<file path="src/cc_sleep_cfg.svh">
`ifndef CC_SLEEP_CFG_SVH
`define CC_SLEEP_CFG_SVH

// ************************************************************
// Register map
// ************************************************************
`define OFS_CC_LINE_STATUS 8'h69
`define OFS_SLEEP_SETUP 8'h70

// ************************************************************
// Field codes
// ************************************************************
`define TERM_NONE 8'h00
`define TERM_CODE_MAX 8'h05
`define MSG_LINE_MAX 8'h02
`define THRESH_ALWAYS_AWAKE 8'hff
`define DELAY_CODE_SHORT 3'b011
`define DELAY_CODE_LONG 3'b101
`define SLEEP_RSVD_LSB 4
`define SLEEP_RSVD_MSB 7
`define SLEEP_SRC_BIT 3
`define THRESH_LSB 8
`define THRESH_MSB 15
`define DELAY_LSB 0
`define DELAY_MSB 2
`define DELAY_RSVD_LOW 3'b001
`define DELAY_RSVD_HIGH 3'b111

// ************************************************************
// Timing
// ************************************************************
`define CLK_MHZ 250
`define KHZ_PER_MHZ 1000
`define SLEEP_SHORT_MS 100
`define SLEEP_LONG_MS 1000
`define CNT_W 28

`endif

</file>
<file path="src/cc_sleep_pkg.sv">
`include "cc_sleep_cfg.svh"

package cc_sleep_pkg;

    // Writable sleep setup fields, reserved bits are not stored
    typedef struct packed {
        logic [7:0] threshold;
        logic sleep_while_sourcing;
        logic [2:0] sleep_delay_code;
    } sleep_setup_type;

    // Power state of the controller
    typedef enum logic [3:0] {
        ST_AWAKE = 4'h1,
        ST_WAIT = 4'h2,
        ST_LIGHT = 4'h4,
        ST_DEEP = 4'h8
    } sleep_state_type;

    // Whole module state
    typedef struct packed {
        sleep_setup_type cfg;
        sleep_state_type st;
        logic [`CNT_W-1:0] count;
        logic [31:0] rdata;
        logic ack;
        logic nack;
    } core_state_type;

    // Line status reported by the detection logic
    typedef struct packed {
        logic [7:0] line_two_termination;
        logic [7:0] line_one_termination;
        logic [7:0] messaging_line_select;
    } cc_line_type;

endpackage : cc_sleep_pkg

</file>
<file path="src/cc_status_sleep_config_regs.sv">
`timescale 1ns/1ps
`include "cc_sleep_cfg.svh"

// Operation
// - Status bytes 3 and 2 report line two and line one termination codes.
// - Status byte 1 reports messaging line, reserved values never reported.
// - Sleep byte 2 threshold compared with current power state.
// - Threshold at or below power state allows deep mode that may refuse transfers.
// - Threshold above power state allows only light mode serving every transfer.
// - Threshold 0xff keeps device responsive in every power state.
// - Bit 3 allows sleep while sourcing 5V to a non-messaging sink.
// - Sleep delay code with least bit zero disables sleep.
// - Code 011b waits 100 ms, 101b waits 1000 ms, 001b and 111b reserved.
module cc_status_sleep_config_regs
    import cc_sleep_pkg::*;
#(
    parameter logic [`CNT_W-1:0] SHORT_CYCLES =
        `CNT_W'(`SLEEP_SHORT_MS * `KHZ_PER_MHZ * `CLK_MHZ),
    parameter logic [`CNT_W-1:0] LONG_CYCLES =
        `CNT_W'(`SLEEP_LONG_MS * `KHZ_PER_MHZ * `CLK_MHZ)
) (
    input wire logic ref_clk_i,
    input wire logic resetn_i,
    input wire logic req_i,
    input wire logic we_i,
    input wire logic [7:0] addr_i,
    input wire logic [31:0] wdata_i,
    input wire cc_line_type cc_line_i,
    input wire logic [7:0] power_state_i,
    input wire logic idle_i,
    input wire logic sourcing_5v_i,
    output logic ack_o,
    output logic nack_o,
    output logic [31:0] rdata_o,
    output logic sleep_light_o,
    output logic sleep_deep_o
);

    // ************************************************************
    // State
    // ************************************************************
    localparam core_state_type CORE_RESET = '{
        cfg: '0, st: ST_AWAKE, count: '0, rdata: '0, ack: 1'b0, nack: 1'b0};

    core_state_type s_r;
    core_state_type s_nxt;
    logic sleep_enable;
    logic deep_allowed;
    logic write_hit;
    logic [`CNT_W-1:0] wait_target;

    // Unknown codes from detection are masked so reserved values never escape
    function automatic logic [7:0] clean_code(input logic [7:0] code,
                                              input logic [7:0] max_code);
        clean_code = (code > max_code) ? `TERM_NONE : code;
    endfunction : clean_code

    // ************************************************************
    // Sleep decisions
    // ************************************************************
    always_comb begin
        // reserved codes
        // Reserved delay codes are treated like the never-sleep codes
        sleep_enable = ((s_r.cfg.sleep_delay_code == `DELAY_CODE_SHORT) ||
                        (s_r.cfg.sleep_delay_code == `DELAY_CODE_LONG)) && idle_i;
        if (sourcing_5v_i && !s_r.cfg.sleep_while_sourcing) begin
            sleep_enable = 1'b0;
        end
        deep_allowed = (s_r.cfg.threshold != `THRESH_ALWAYS_AWAKE) &&
                       (s_r.cfg.threshold <= power_state_i);
        wait_target = (s_r.cfg.sleep_delay_code == `DELAY_CODE_SHORT) ?
                      SHORT_CYCLES - 1'b1 : LONG_CYCLES - 1'b1;
        write_hit = req_i && we_i && (addr_i == `OFS_SLEEP_SETUP);
    end

    // ************************************************************
    // Next state
    // ************************************************************
    always_comb begin
        s_nxt = s_r;
        s_nxt.ack = 1'b0;
        s_nxt.nack = 1'b0;
        if (req_i && s_r.st == ST_DEEP) begin
            // refuse in deep
            // Refusal wakes the device so the host retry is served
            s_nxt.nack = 1'b1;
            s_nxt.st = ST_AWAKE;
            s_nxt.count = '0;
        end else begin
            if (req_i) begin
                s_nxt.ack = 1'b1;
                unique case (addr_i)
                    `OFS_CC_LINE_STATUS: begin
                        s_nxt.rdata = {8'h00,
                            clean_code(cc_line_i.line_two_termination, `TERM_CODE_MAX),
                            clean_code(cc_line_i.line_one_termination, `TERM_CODE_MAX),
                            clean_code(cc_line_i.messaging_line_select, `MSG_LINE_MAX)};
                    end
                    `OFS_SLEEP_SETUP: begin
                        s_nxt.rdata = {16'h0000, s_r.cfg.threshold, 4'h0,
                                       s_r.cfg.sleep_while_sourcing,
                                       s_r.cfg.sleep_delay_code};
                    end
                    default: begin
                        s_nxt.rdata = 32'h0000_0000;
                    end
                endcase
            end
            if (write_hit) begin
                s_nxt.cfg.threshold = wdata_i[`THRESH_MSB:`THRESH_LSB];
                s_nxt.cfg.sleep_while_sourcing = wdata_i[`SLEEP_SRC_BIT];
                s_nxt.cfg.sleep_delay_code = wdata_i[`DELAY_MSB:`DELAY_LSB];
            end
            // A new setup restarts the delay so it always applies in full
            if (!sleep_enable || write_hit) begin
                s_nxt.st = ST_AWAKE;
                s_nxt.count = '0;
            end else begin
                unique case (s_r.st)
                    ST_AWAKE: begin
                        s_nxt.st = ST_WAIT;
                        s_nxt.count = '0;
                    end
                    ST_WAIT: begin
                        if (s_r.count == wait_target) begin
                            s_nxt.st = deep_allowed ? ST_DEEP : ST_LIGHT;
                        end else begin
                            s_nxt.count = s_r.count + 1'b1;
                        end
                    end
                    ST_LIGHT, ST_DEEP: begin
                        s_nxt.st = deep_allowed ? ST_DEEP : ST_LIGHT;
                    end
                    default: begin
                        s_nxt.st = ST_AWAKE;
                    end
                endcase
            end
        end
    end

    // Single register for all state
    always_ff @(posedge ref_clk_i) begin
        if (!resetn_i) begin
            s_r <= CORE_RESET;
        end else begin
            s_r <= s_nxt;
        end
    end

    assign ack_o = s_r.ack;
    assign nack_o = s_r.nack;
    assign rdata_o = s_r.rdata;
    assign sleep_light_o = (s_r.st == ST_LIGHT);
    assign sleep_deep_o = (s_r.st == ST_DEEP);
endmodule : cc_status_sleep_config_regs

</file>
<file path="config.mk">
export PLATFORM = sky130hd
export DESIGN_NAME = cc_status_sleep_config_regs
export DESIGN_NICKNAME = d
export VERILOG_FILES = /design/src/cc_sleep_pkg.sv /design/src/cc_status_sleep_config_regs.sv
export VERILOG_INCLUDE_DIRS = /design/src /design/src/src
export SDC_FILE = /design/constraint.sdc
export NUM_CORES = 1
export LEC_CHECK = 0
export ABC_AREA = 1
export ABC_CLOCK_PERIOD_IN_PS = 3910
export BUFFER_PORTS_ARGS = -buffer_cell sky130_fd_sc_hd__buf_2
export CAP_MARGIN = 10
export CORE_ASPECT_RATIO = 1.1
export CORE_MARGIN = 3
export CORE_UTILIZATION = 57
export DETAILED_ROUTE_END_ITERATION = 8
export PLACE_DENSITY = 0.85
export SETUP_SLACK_MARGIN = 0.2
export SLEW_MARGIN = 20
export SYNTH_ARGS = -nofsm -noshare
export SYNTH_HDL_FRONTEND = slang
export SYNTH_SLANG_ARGS = --single-unit
export TNS_END_PERCENT = 30
</file>
<file path="constraint.sdc">
create_clock -name ref_clk_i -period 3.91 [get_ports ref_clk_i]
set_input_delay 0.782 -clock ref_clk_i [delete_from_list [all_inputs] [get_ports ref_clk_i]]
set_output_delay 0.782 -clock ref_clk_i [all_outputs]
set_load 0.02 [all_outputs]
</file>
# == Word level (Yosys, flattened, before mapping) ==
# Index checks and enable logic that the tools add are counted.
# totals
reg_bits,70
inputBits,78
out_inout_bits,36
word_cells,57
# classes
add_sub_neg,1
order_cmp,4
eq_ne,12
muxes,13
bitwise_logic,2
n_reduce_logical,17
# ops
cell,count
2-to-1 mux 28 bit,2
case mux 28 bit (2 select lines),1
case mux 24 bit (2 select lines),1
"adder 28 x 1 -> 28 bit, second input constant",1
equality test 28 bit,1
2-to-1 mux 8 bit,3
"equality test 8 x 7 -> 1 bit, second input constant",2
"greater-than comparator 8 x 3 -> 1 bit, second input constant",2
case mux 4 bit (3 select lines),1
"greater-than comparator 8 x 2 -> 1 bit, second input constant",1
less-or-equal comparator 8 bit,1
2-to-1 mux 4 bit,2
"inequality test 8 bit, second input constant",1
logical AND 1 bit,6
AND reduction 2 bit,3
"equality test 4 x 1 -> 1 bit, second input constant",1
"equality test 4 x 2 -> 1 bit, second input constant",1
"equality test 4 x 3 -> 1 bit, second input constant",1
"equality test 4 bit, second input constant",1
"inequality test 2 bit, second input constant",2
OR reduction 2 bit,2
"equality test 3 x 2 -> 1 bit, second input constant",1
"equality test 3 bit, second input constant",1
2-to-1 mux 1 bit,3
other kinds (5),8

# == Longest topological paths before layout ==
# Gate-level depths: netlist of the first run.
# depth
ltp_word,7
depth_mapped,12
ltp_nobuf,12

# == Worst setup path after synthesis of the first run ==
# Ideal clock, no wire load.
# synth_path
path_kind,input -> register
start,input addr_i[0]
end,register s_r[63] (netlist bit)
setup_ns,0.127
t_arrival_ns,1.817
required_time_ns,3.783
path_slack_ns,1.966
stages,7
n_path_buf,1
cell_sequence,nor4_1 > nand2_1 > nor2_1 > nor2_2 > inv_2 > buf_2 > a21oi_1
# synth_via
elab_chain_len,4
# synth_lines
element,line_no,text
"start, declared",cc_status_sleep_config_regs.sv:26,"input wire logic [7:0] addr_i,"
equality test 8 x 7 -> 1 bit,-,
logical AND 1 bit,cc_status_sleep_config_regs.sv:73,write_hit = req_i && we_i && (addr_i == `OFS_SLEEP_SETUP);
logical OR 1 bit,cc_status_sleep_config_regs.sv:115,if (!sleep_enable || write_hit) begin
OR reduction 3 bit (no source line),-,
"end signal, assigned",cc_status_sleep_config_regs.sv:147,s_r <= s_nxt;
"end, declared",cc_status_sleep_config_regs.sv:45,core_state_type s_r;
# No other way between the ends.
# A chain may end at the register's enable or synchronous reset.

# == Worst setup path after layout of the first run ==
# layout_path
start,register s_r[34] (netlist bit)
end,register s_r[35] (netlist bit)
# layout_via
elab_chain_len,3
elab_cells_between_ends,6
cone_classes,1 x add/sub; 2 x eq/ne; 2 x mux; 1 x reduce/logical
# layout_lines
element,line_no
adder 28 x 1 -> 28 bit or equality test 28 bit (tied branches),"cc_status_sleep_config_regs.sv:128, cc_status_sleep_config_regs.sv:125"
2-to-1 mux 28 bit or inequality test 2 bit (tied branches),-
case mux 28 bit (2 select lines) or AND reduction 2 bit (tied branches),-
# Parallel ways exist; a longest one is shown, timed or not. The select of a mux whose other input is x is not followed.

==> metrics.txt, run 1 <==
Row Count=32; worst-path cell chain=ha_1 > nand3_2 > nor2_4 > nand3_2 > nor2_2 > nand2_2 > nand2_8 > nand2_4 > nor2_1 > nand2_1 > nand2_1; status=finished clean; global-route wire length before repair=17350 um; Synth cell types=37; final WL=10540 um; critical path type=reg2reg; crit path max fanout=28; yosys warns=0; final period utilization=60.90%; All-Layer GR Usage=25.32%; P&R area growth vs syn=9.831%; main combinational cell family by area after synthesis=simple AND/OR/NAND/NOR gates; Achievable Freq=420.0 MHz; clock root buffer master=clkbuf_8; router iterations before antenna repair=5; EDFF count, synth=0; Post-Synth Simple-Gate Area=38.19%; # DRC=0; core area=7167 um2; final setup fails=0; Leak=1.810 nW; PostCTS Resize Cnt=0; required time of the worst setup path=4.20 ns; ys async rst share=0%; setup repair after global routing missed its margin=false; MaxCap Viol Count=0; Worst path max stage delay=0.45 ns; CTS tree=built; Worst-Margin Slew=0.6523 ns; clock buffer depth=2; clk_lat worst skew=0.34 ns; sequential area share after synthesis=32.67%; compound-gate portion of the synthesized area=11.44%; maximum vdd drop=0.0002395 V; RD Place Congestion=0.9253; Crit. End Element=flop; Slew HR=56.45%; arrival time at the worst endpoint=2.67 ns; crit path launch type=flop; wire per inst=13.48 um; largest net degree at the start of global routing=35; Period minus WS final=2.381 ns; GRT Residual Overflow=0; Clk pin slew, worst setup/hold paths=0.08 ns; clk_skew=0.009812 ns; Port Buffers=85; initial cell density of the core=59.85%; I/O Pins=114; hold_ws=0.4317 ns; DIE WIDTH=88.71 um; fin. max-slew vios=0; CTS buffer count=9; Synth Flop Type=dfxtp_1; syn avg cell area=6.744 um2; Layout Cells excl Fill=782; share of layout cells above drive strength 1=23.10%; Post-Synth XOR/XNOR Area=1.838%; number of global-route vias before repair=3898; initial antenna violation count=0; vias=4165; Core Util, Final=65.73%; final hold viol count=0; critical path's slowest cell=dfxtp_1; Die Y=96.98 um; H-tree levels=3; Setup Fix Bufs, Post-CTS=0; Synth Register Bits=70; HP Class=reg2reg; fillers=642; multiplexer share of the synthesized area=0%; number of diodes=0; clock tree sinks=70; Post-Place Cells=767; Post-Synthesis Cells=636; Post-Route Setup TNS=0 ns; post-synthesis adder-cell area fraction=2.625%; Cell Area, Synth=4289 um2; die area=8603 um2; ANT nets after route=0; P per Cell Area=298.0 nW/um2; Starting DRT DRC Count=196; nets@finish=780; Vias per Instance=5.326; Post-DP HPWL=7871 um; cts hold-fix bufs=0
-- layer usage --
layer / track usage [%] / up-vias / part of all wire [%]
met2: 42.69 / 157 / 50
li1: - / 2115 / -
met3: 6.218 / 29 / 8.0
met1: 29.19 / 1864 / 39
met4: 12.09 / 0 / 3.1
met5: 0 / - / 0
-- per-stage QoR --
stage          area, um2  power (mW)  setup slack (ns)
3_5_place_dp        4512      0.8255             1.279
3_3_place_gp        4512      0.8228             1.358
5_1_grt             4711       1.463             1.346
2_1_floorplan       4315      0.7950             1.966
6_report            4711       1.404             1.529
4_1_cts             4711       1.416             1.580
-- flip-flops by register name (all words and copies together) (netlist names) --
register  cells
rdata_o      24
s_r          44
nack_o        1
ack_o         1
-- worst paths after layout --
path,startpoint,end,slack (ns),cells after the start
setup / recovery,s_r[34],s_r[35],1.53,11
hold / removal,rdata_o[7],rdata_o[7],0.43,2
setup reg to reg,s_r[34],s_r[35],1.53,11
hold reg to reg,rdata_o[7],rdata_o[7],0.43,2
-- cells by family (layout without fill, tap and decap cells) --
family | Yosys count | count (layout)
DFF | 70 | 70
buffers and inverters | 104 | 158
AOI/OAI and AO/OA | 82 | 82
and+or+nand+nor | 361 | 361
adders and majority gates | 9 | 9
other | 1 | 8
xor gates and xnor gates | 9 | 9
-- where the power goes --
part / internal [mW] / total [mW] / switching (mW)
Combinational: 0.0361 / 0.0878 / 0.0517
Clock: 0.327 / 0.595 / 0.268
Sequential: 0.719 / 0.722 / 0.00295
Total: 1.08 / 1.40 / 0.323
-- area by class of cell --
class	instances	area (um2)	area share, %
Sequential cell	70	1401	29.75
Clock inverter	3	43.79	0.9296
Multi-Input combinational cell	469	2350	49.88
Tap cell	85	106.4	2.258
Clock buffer	12	155.1	3.293
Timing Repair Buffer	88	447.9	9.509
Inverter	55	206.4	4.382
-- placed cells by master, fill, tap and decap left out, types with 6 or more instances in the layout --
| cell | instances |
|---|---|
| a21oi_1 | 27 |
| a21oi_2 | 14 |
| buf_2 | 85 |
| clkbuf_8 | 11 |
| conb_1 | 8 |
| dfxtp_1 | 70 |
| ha_1 | 9 |
| inv_1 | 50 |
| nand2_1 | 146 |
| nand2_2 | 11 |
| nand3_1 | 39 |
| nand3_2 | 18 |
| nor2_1 | 119 |
| nor2_2 | 6 |
| o21ai_0 | 23 |
-- Yosys cell counts (5+ instances only) --
master / count / area share (%)
nand3_1: 39 / 4.6
nor2_2: 6 / 0.88
buf_2: 5 / 0.58
inv_1: 50 / 4.4
nand4_1: 5 / 0.73
nand3_2: 18 / 4.2
ha_1: 9 / 2.6
dfxtp_1: 70 / 33
buf_4: 32 / 5.6
clkbuf_1: 8 / 0.70
nand2_2: 11 / 1.6
o211ai_1: 5 / 0.88
nand2_1: 146 / 13
nor2_1: 119 / 10
xnor2_1: 5 / 1.0
o21ai_1: 5 / 0.58
o21ai_0: 23 / 2.7
a21oi_1: 27 / 3.2
a21oi_2: 14 / 2.9
-- critical path: cells and delay by family, from the launching register on --
family                     cells  cell delay [ns]
and+or+nand+nor               10             1.54
DFF                            1             0.45
adders and majority gates      1             0.33
Power figures use the tool's default switching activity.
==> run 2: changes to the inputs <==
ABC_CLOCK_PERIOD_IN_PS = 2490   (was 3910)
CORE_UTILIZATION = 53   (was 57)
PLACE_DENSITY = 0.8   (was 0.85)
clock period = 2.49 ns   (was 3.91 ns; I/O delays follow)
==> run 2 against run 1 <==
Effect of this change: combinational power is 58% higher; critical endpoint is now s_r[41]; clock-buffer cell count is 3 lower; sequential cell count stayed put; power is 70% higher; maximum frequency is 17% higher; sequential share of layout area is 0.65 points lower; final cell count is 2.9% higher; critical path type unchanged.
==> metrics.txt, run 2 (synthesized netlist as in run 1, its figures left out) <==
status=finished clean; most frequent cells in the layout=146 x nand2_1, 119 x nor2_1, 85 x buf_2, 69 x dfxtp_1, 50 x inv_1; Port Buffers=85 (unchanged); Vias per Instance=5.179 (-2.8%); I/O Pins=114 (unchanged); P&R area growth vs syn=12.37%; Row Count=33 (+3.1%); post-layout worst setup margin=0.4494 ns (-1.079 ns); Achievable Freq=490.1 MHz (+17%); Largest Register=s_r; clk_skew=0.009463 ns (-0.0003488 ns); critical path's slowest cell=dfxtp_1; required time of the worst setup path=2.78 ns (-1.42 ns); MaxCap Viol Count=0 (unchanged); Worst path max stage delay=0.40 ns (-0.05 ns); pre-CTS WS=0.3196 ns (-0.9593 ns); Setup Fix Bufs, Post-CTS=0 (unchanged); Placed Instance Area=4572 um2 (+1.3%); cts hold-fix bufs=0 (unchanged); Clk pin slew, worst setup/hold paths=0.08 ns (about the same); clk_lat worst skew=0.36 ns (+0.02 ns); # DRC=0 (unchanged); final WL=10470 um (-0.66%); number of diodes=0 (unchanged); share of layout cells above drive strength 1=23.86% (+0.76 points); H-tree levels=3 (unchanged); die area=9209 um2 (+7.0%); final setup fails=0 (unchanged); crit path launch type=flop; Die Y=100.4 um (+3.5%); number of global-route vias before repair=3969 (+1.8%); clock root buffer master=clkbuf_8; GRT Residual Overflow=0 (unchanged); worst-path cell chain=ha_2 > nand3_2 > nor2_4 > nand3_2 > nor2_2 > nand2_2 > nand2_8 > buf_4 > nand3_1 > a21oi_1; ANT nets after route=0 (unchanged); DIE WIDTH=91.77 um (+3.4%); nets@finish=783 (+0.38%); P per Cell Area=495.3 nW/um2 (+66%); setup repair after global routing missed its margin=false; arrival time at the worst endpoint=2.33 ns (-0.34 ns); clock tree sinks=70 (unchanged); Critical path buffers and inverters=1 (+1); fin. max-slew vios=0 (unchanged); fin area=4820 um2 (+2.3%); final period utilization=81.95% (+21 points); CTS buffer count=9 (unchanged); global-route wire length before repair=17550 um (+1.2%); clock buffer depth=2 (unchanged); crit path max fanout=16 (-43%); Leak=1.842 nW (+1.8%); CP delay by family, top=simple AND/OR/NAND/NOR gates; core area=7639 um2 (+6.6%); PostCTS Resize Cnt=0 (unchanged); max FFs per register=44 (unchanged); Post-DP HPWL=7930 um (+0.75%); commonest non-fill, non-tap cell in the layout=nand2_1; wire per inst=13.00 um (-3.5%); RD Place Congestion=0.9663 (+4.4%); Period minus WS final=2.041 ns (-0.3406 ns); initial cell density of the core=56.15% (-3.7 points); vias=4169 (+0.096%); maximum vdd drop=0.0002625 V (+9.6%); router iterations before antenna repair=4 (-1); final hold viol count=0 (unchanged); largest net degree at the start of global routing=34 (-2.9%); Crit. End Element=flop; Post-Route Setup TNS=0 ns (unchanged); HP Class=in2reg; CTS tree=built; critical path type=reg2reg; Starting DRT DRC Count=200 (+2.0%); initial antenna violation count=0 (unchanged); Most common cell on crit path=nand3_2; fillers=709 (+10%); All-Layer GR Usage=23.67% (-1.6 points)
==> run 2: worst reg2reg max path, cell delays in order, from the launching register on <==
cell	delay, ns
dfxtp_1	0.40
ha_2	0.26
nand3_2	0.14
nor2_4	0.19
nand3_2	0.09
nor2_2	0.09
nand2_2	0.12
nand2_8	0.17
buf_4	0.25
nand3_1	0.10
a21oi_1	0.15
==> run 2: final timing paths <==
path	slack (ns)	endpoint	cells past startpoint	startpoint
setup / recovery	0.45	s_r[41]	10	s_r[35]
hold / removal	0.38	s_r[75]	3	wdata_i[13]
setup reg to reg	0.45	s_r[41]	10	s_r[35]
hold reg to reg	0.43	rdata_o[20]	2	rdata_o[20]
==> run 2: per-stage QoR <==
| stage | instances | util (%) | power [mW] | hold slack, ns |
|---|---|---|---|---|
| after floorplan | 643 | - | 1.248 | 0.4155 |
| after global placement | 790 | 59.85 | 1.294 | 0.4183 |
| after detailed placement | 790 | 59.85 | 1.298 | 0.4218 |
| after CTS | 805 | 62.93 | 2.403 | 0.3704 |
| after global routing | 805 | 63.10 | 2.476 | 0.3819 |
| final | 805 | 63.10 | 2.387 | 0.3838 |
==> run 2: layout make-up <==
class                   count  area [um2]  area share, %
clock buffers               9       123.9          2.570
clock inverters             6       111.4          2.310
inverters                  55       206.4          4.283
multi-input cells         469        2361          48.99
flip-flops and latches     70        1403          29.10
well taps                 105       131.4          2.726
repair buffers             91       483.0          10.02
==> run 2: report_power, final <==
| group | internal [mW] | switching [mW] |
|---|---|---|
| Clock | 0.660 | 0.456 |
| Sequential | 1.13 | 0.00486 |
| Combinational | 0.0576 | 0.0814 |
| Total | 1.85 | 0.542 |
==> run 2: metal layers <==
layer / up-vias / GRT usage, % / routed length, um
li1: 2117 / - / -
met1: 1894 / 27.01 / 4290
met2: 133 / 41.15 / 5175
met3: 25 / 5.697 / 692
met4: 0 / 12.23 / 311
met5: - / 0 / 0
==> run 3: changes to the inputs <==
ABC_AREA = 0   (was 1)
ABC_CLOCK_PERIOD_IN_PS = 1900   (was 2490)
CORE_UTILIZATION = 52   (was 53)
clock period = 1.9 ns   (was 2.49 ns; I/O delays follow)
==> run 3 against run 2 <==
Effect of this change: the flow now finishes with violations (setup timing); non-clock buffer count up 62; sequential cell count did not move; sequential share of layout area fell by 2.0 points; hold slack lost 0.093 ns; sequential power grew 30%; largest cell class unchanged.
==> metrics.txt, run 3 <==
global-route wire length before repair=18300 um (+4.2%); worst-path cell chain=or4_4 > nor4_4 > buf_4 > o2111ai_4 > buf_6 > a31oi_2 > a211oi_2; Post-Route Setup TNS=-2.277 ns (-2.277 ns); clock buffer depth=2 (unchanged); Global Route met2 Usage=45.04% (+3.9 points); All-Layer GR Usage=26.64% (+3.0 points); Port Buffers=85 (unchanged); CP delay by family, top=simple AND/OR/NAND/NOR gates; P per Cell Area=584.1 nW/um2 (+18%); DIE WIDTH=89.10 um (-2.9%); clk_skew=0.009797 ns (+0.0003343 ns); I/O Pins=114 (unchanged); EDFF count, synth=0 (unchanged); RD Place Congestion=0.9175 (-5.1%); Core Util, Final=72.24% (+9.1 points); post-layout worst setup margin=-0.1807 ns (-0.6301 ns); failing checks=setup timing; number of diodes=0 (unchanged); critical path type=reg2reg; crit path max fanout=6 (-10); Vias per Instance=6.091 (+18%); Synth cell types=71 (+92%); final period utilization=109.5% (+28 points); wire per inst=17.69 um (+36%); core area=7207 um2 (-5.7%); share of layout cells above drive strength 1=39.06% (+15 points); CTS buffer count=9 (unchanged); count leader, synth=dfxtp_1; P&R area growth vs syn=31.80%; setup repair after global routing missed its margin=true; Clk pin slew, worst setup/hold paths=0.08 ns (about the same); CTS tree=built; router iterations before antenna repair=5 (+1); Yosys top cell area share=35.48% (+2.8 points); reg2reg path depth=7 (-3); Placed Instance Area=4697 um2 (+2.7%); met3 GRT Util=5.852% (+0.16 points); synth top area cells=dfxtp_1 35%, buf_4 6.1%, nand2_1 4.6%, nand3_1 3.9%, a21boi_0 3.8%; Sequential Area=1410 um2 (+0.53%); vias=4026 (-3.4%); critical path depth=7 (-3); final setup fails=27 (+27); status=finished with violations; MaxCap Viol Count=0 (unchanged); Row Count=32 (-3.0%); clock tree sinks=70 (unchanged); clock root buffer master=clkbuf_8; critical path's slowest cell=or4_4; die area=8679 um2 (-5.8%); Synth Flop Type=dfxtp_1; Starting DRT DRC Count=385 (+93%); Critical path buffers and inverters=2 (+1); Post-DP HPWL=8201 um (+3.4%); pre-CTS WS=-0.2458 ns (-0.5654 ns); fin. max-slew vios=0 (unchanged); required time of the worst setup path=2.12 ns (-0.66 ns); ANT nets after route=0 (unchanged); final WL=11690 um (+12%); HP Class=in2reg; Synth Register Bits=70 (unchanged); final hold viol count=0 (unchanged); crit path launch type=flop; Crit. End Element=flop; initial cell density of the core=54.81% (-1.3 points); yosys warns=0 (unchanged); number of global-route vias before repair=3905 (-1.6%); arrival time at the worst endpoint=2.30 ns (-0.03 ns); R2R setup slack=-0.18 ns (-0.63 ns); Worst path max stage delay=0.54 ns (+0.14 ns); Achievable Freq=480.6 MHz (-1.9%); gr busiest metal=met2; Hold Path Cell Cnt=3 (unchanged); area of the multi-input gates=2391 um2 (+1.3%); Post-Synthesis Cells=459 (-28%); cell taking the most area after synthesis=dfxtp_1; maximum vdd drop=0.0005485 V (+110%); ys async rst share=0% (unchanged); fin area=5206 um2 (+8.0%); Leak=2.106 nW (+14%); Die Y=97.41 um (-2.9%); top post-synthesis cells by count=70 x dfxtp_1, 48 x nand2_1, 32 x buf_4; cts hold-fix bufs=0 (unchanged); largest net degree at the start of global routing=39 (+15%); syn avg cell area=8.606 um2 (+28%); GRT Residual Overflow=0 (unchanged); # DRC=0 (unchanged); Largest Register=s_r; fillers=537 (-24%); Period minus WS final=2.081 ns (+0.04012 ns); commonest non-fill, non-tap cell in the layout=buf_2; most frequent cells in the layout=85 x buf_2, 65 x dfxtp_1, 58 x buf_4, 46 x nand2_1, 28 x nand3_1; sequential area share after synthesis=35.48% (+2.8 points); max FFs per register=44 (unchanged); clk_lat worst skew=0.35 ns (about the same); nets@finish=658 (-16%); Cell Area, Synth=3950 um2 (-7.9%); M1 GR Usage=31.98% (+5.0 points); H-tree levels=3 (unchanged); initial antenna violation count=0 (unchanged)
-- run 3: metal layers --
layer	vias to the layer above	routed length, um
li1	1916	-
met1	1927	4678
met2	150	6073
met3	33	644
met4	0	295
met5	-	0
-- run 3: final timing paths --
kind	startpoint	to
setup / recovery	s_r[60]	s_r[36]
hold reg to reg	rdata_o[2]	rdata_o[2]
hold / removal	cc_line_i[16]	rdata_o[16]
setup reg to reg	s_r[60]	s_r[36]
-- run 3: report_power, final --
group,internal [mW],switching [mW],total [mW]
combinational,0.0786,0.0929,0.171
clock,0.812,0.584,1.40
sequential,1.47,0.00301,1.47
total,2.36,0.680,3.04
-- run 3: per-stage QoR --
| step | hold slack (ns) | cells | total power [mW] |
|---|---|---|---|
| floorplan | 0.4354 | 466 | 1.608 |
| global placement | 0.4416 | 637 | 1.669 |
| detailed placement | 0.4497 | 637 | 1.676 |
| CTS | 0.2830 | 659 | 3.042 |
| global route | 0.2893 | 661 | 3.126 |
| finish | 0.2912 | 661 | 3.041 |
-- run 3: worst register-to-register path, delay by kind of cell (launching register included) --
family	cells	cell delay, ns
buffers and inverters	2	0.39
flip-flops	1	0.33
AND/OR/NAND/NOR	2	0.73
AO/OA/AOI/OAI	3	0.51
-- run 3: area by class of cell --
class                           instances  share of cell area (%)
Multi-Input combinational cell        320                   45.93
Inverter                               17                   1.226
Timing Repair Buffer                  153                   19.27
Sequential cell                        70                   27.08
Tap cell                               85                   2.043
Clock inverter                          5                   1.538
Clock buffer                           11                   2.908
-- run 3: logic make-up after synthesis --
family	share of synthesized area [%]
other	0.09494
DFF	35.48
buffers and inverters	10.77
and+or+nand+nor	26.73
adders and majority gates	2.851
xor gates and xnor gates	0.4435
AOI/OAI and AO/OA	23.63
-- run 3: what timing repair did --
action,in CTS,in global routing
hold endpoints to repair,0,0
setup buffers,6,2
gates resized for setup,14,22
pin swaps,14,12
endpoints found under the setup margin,53,58
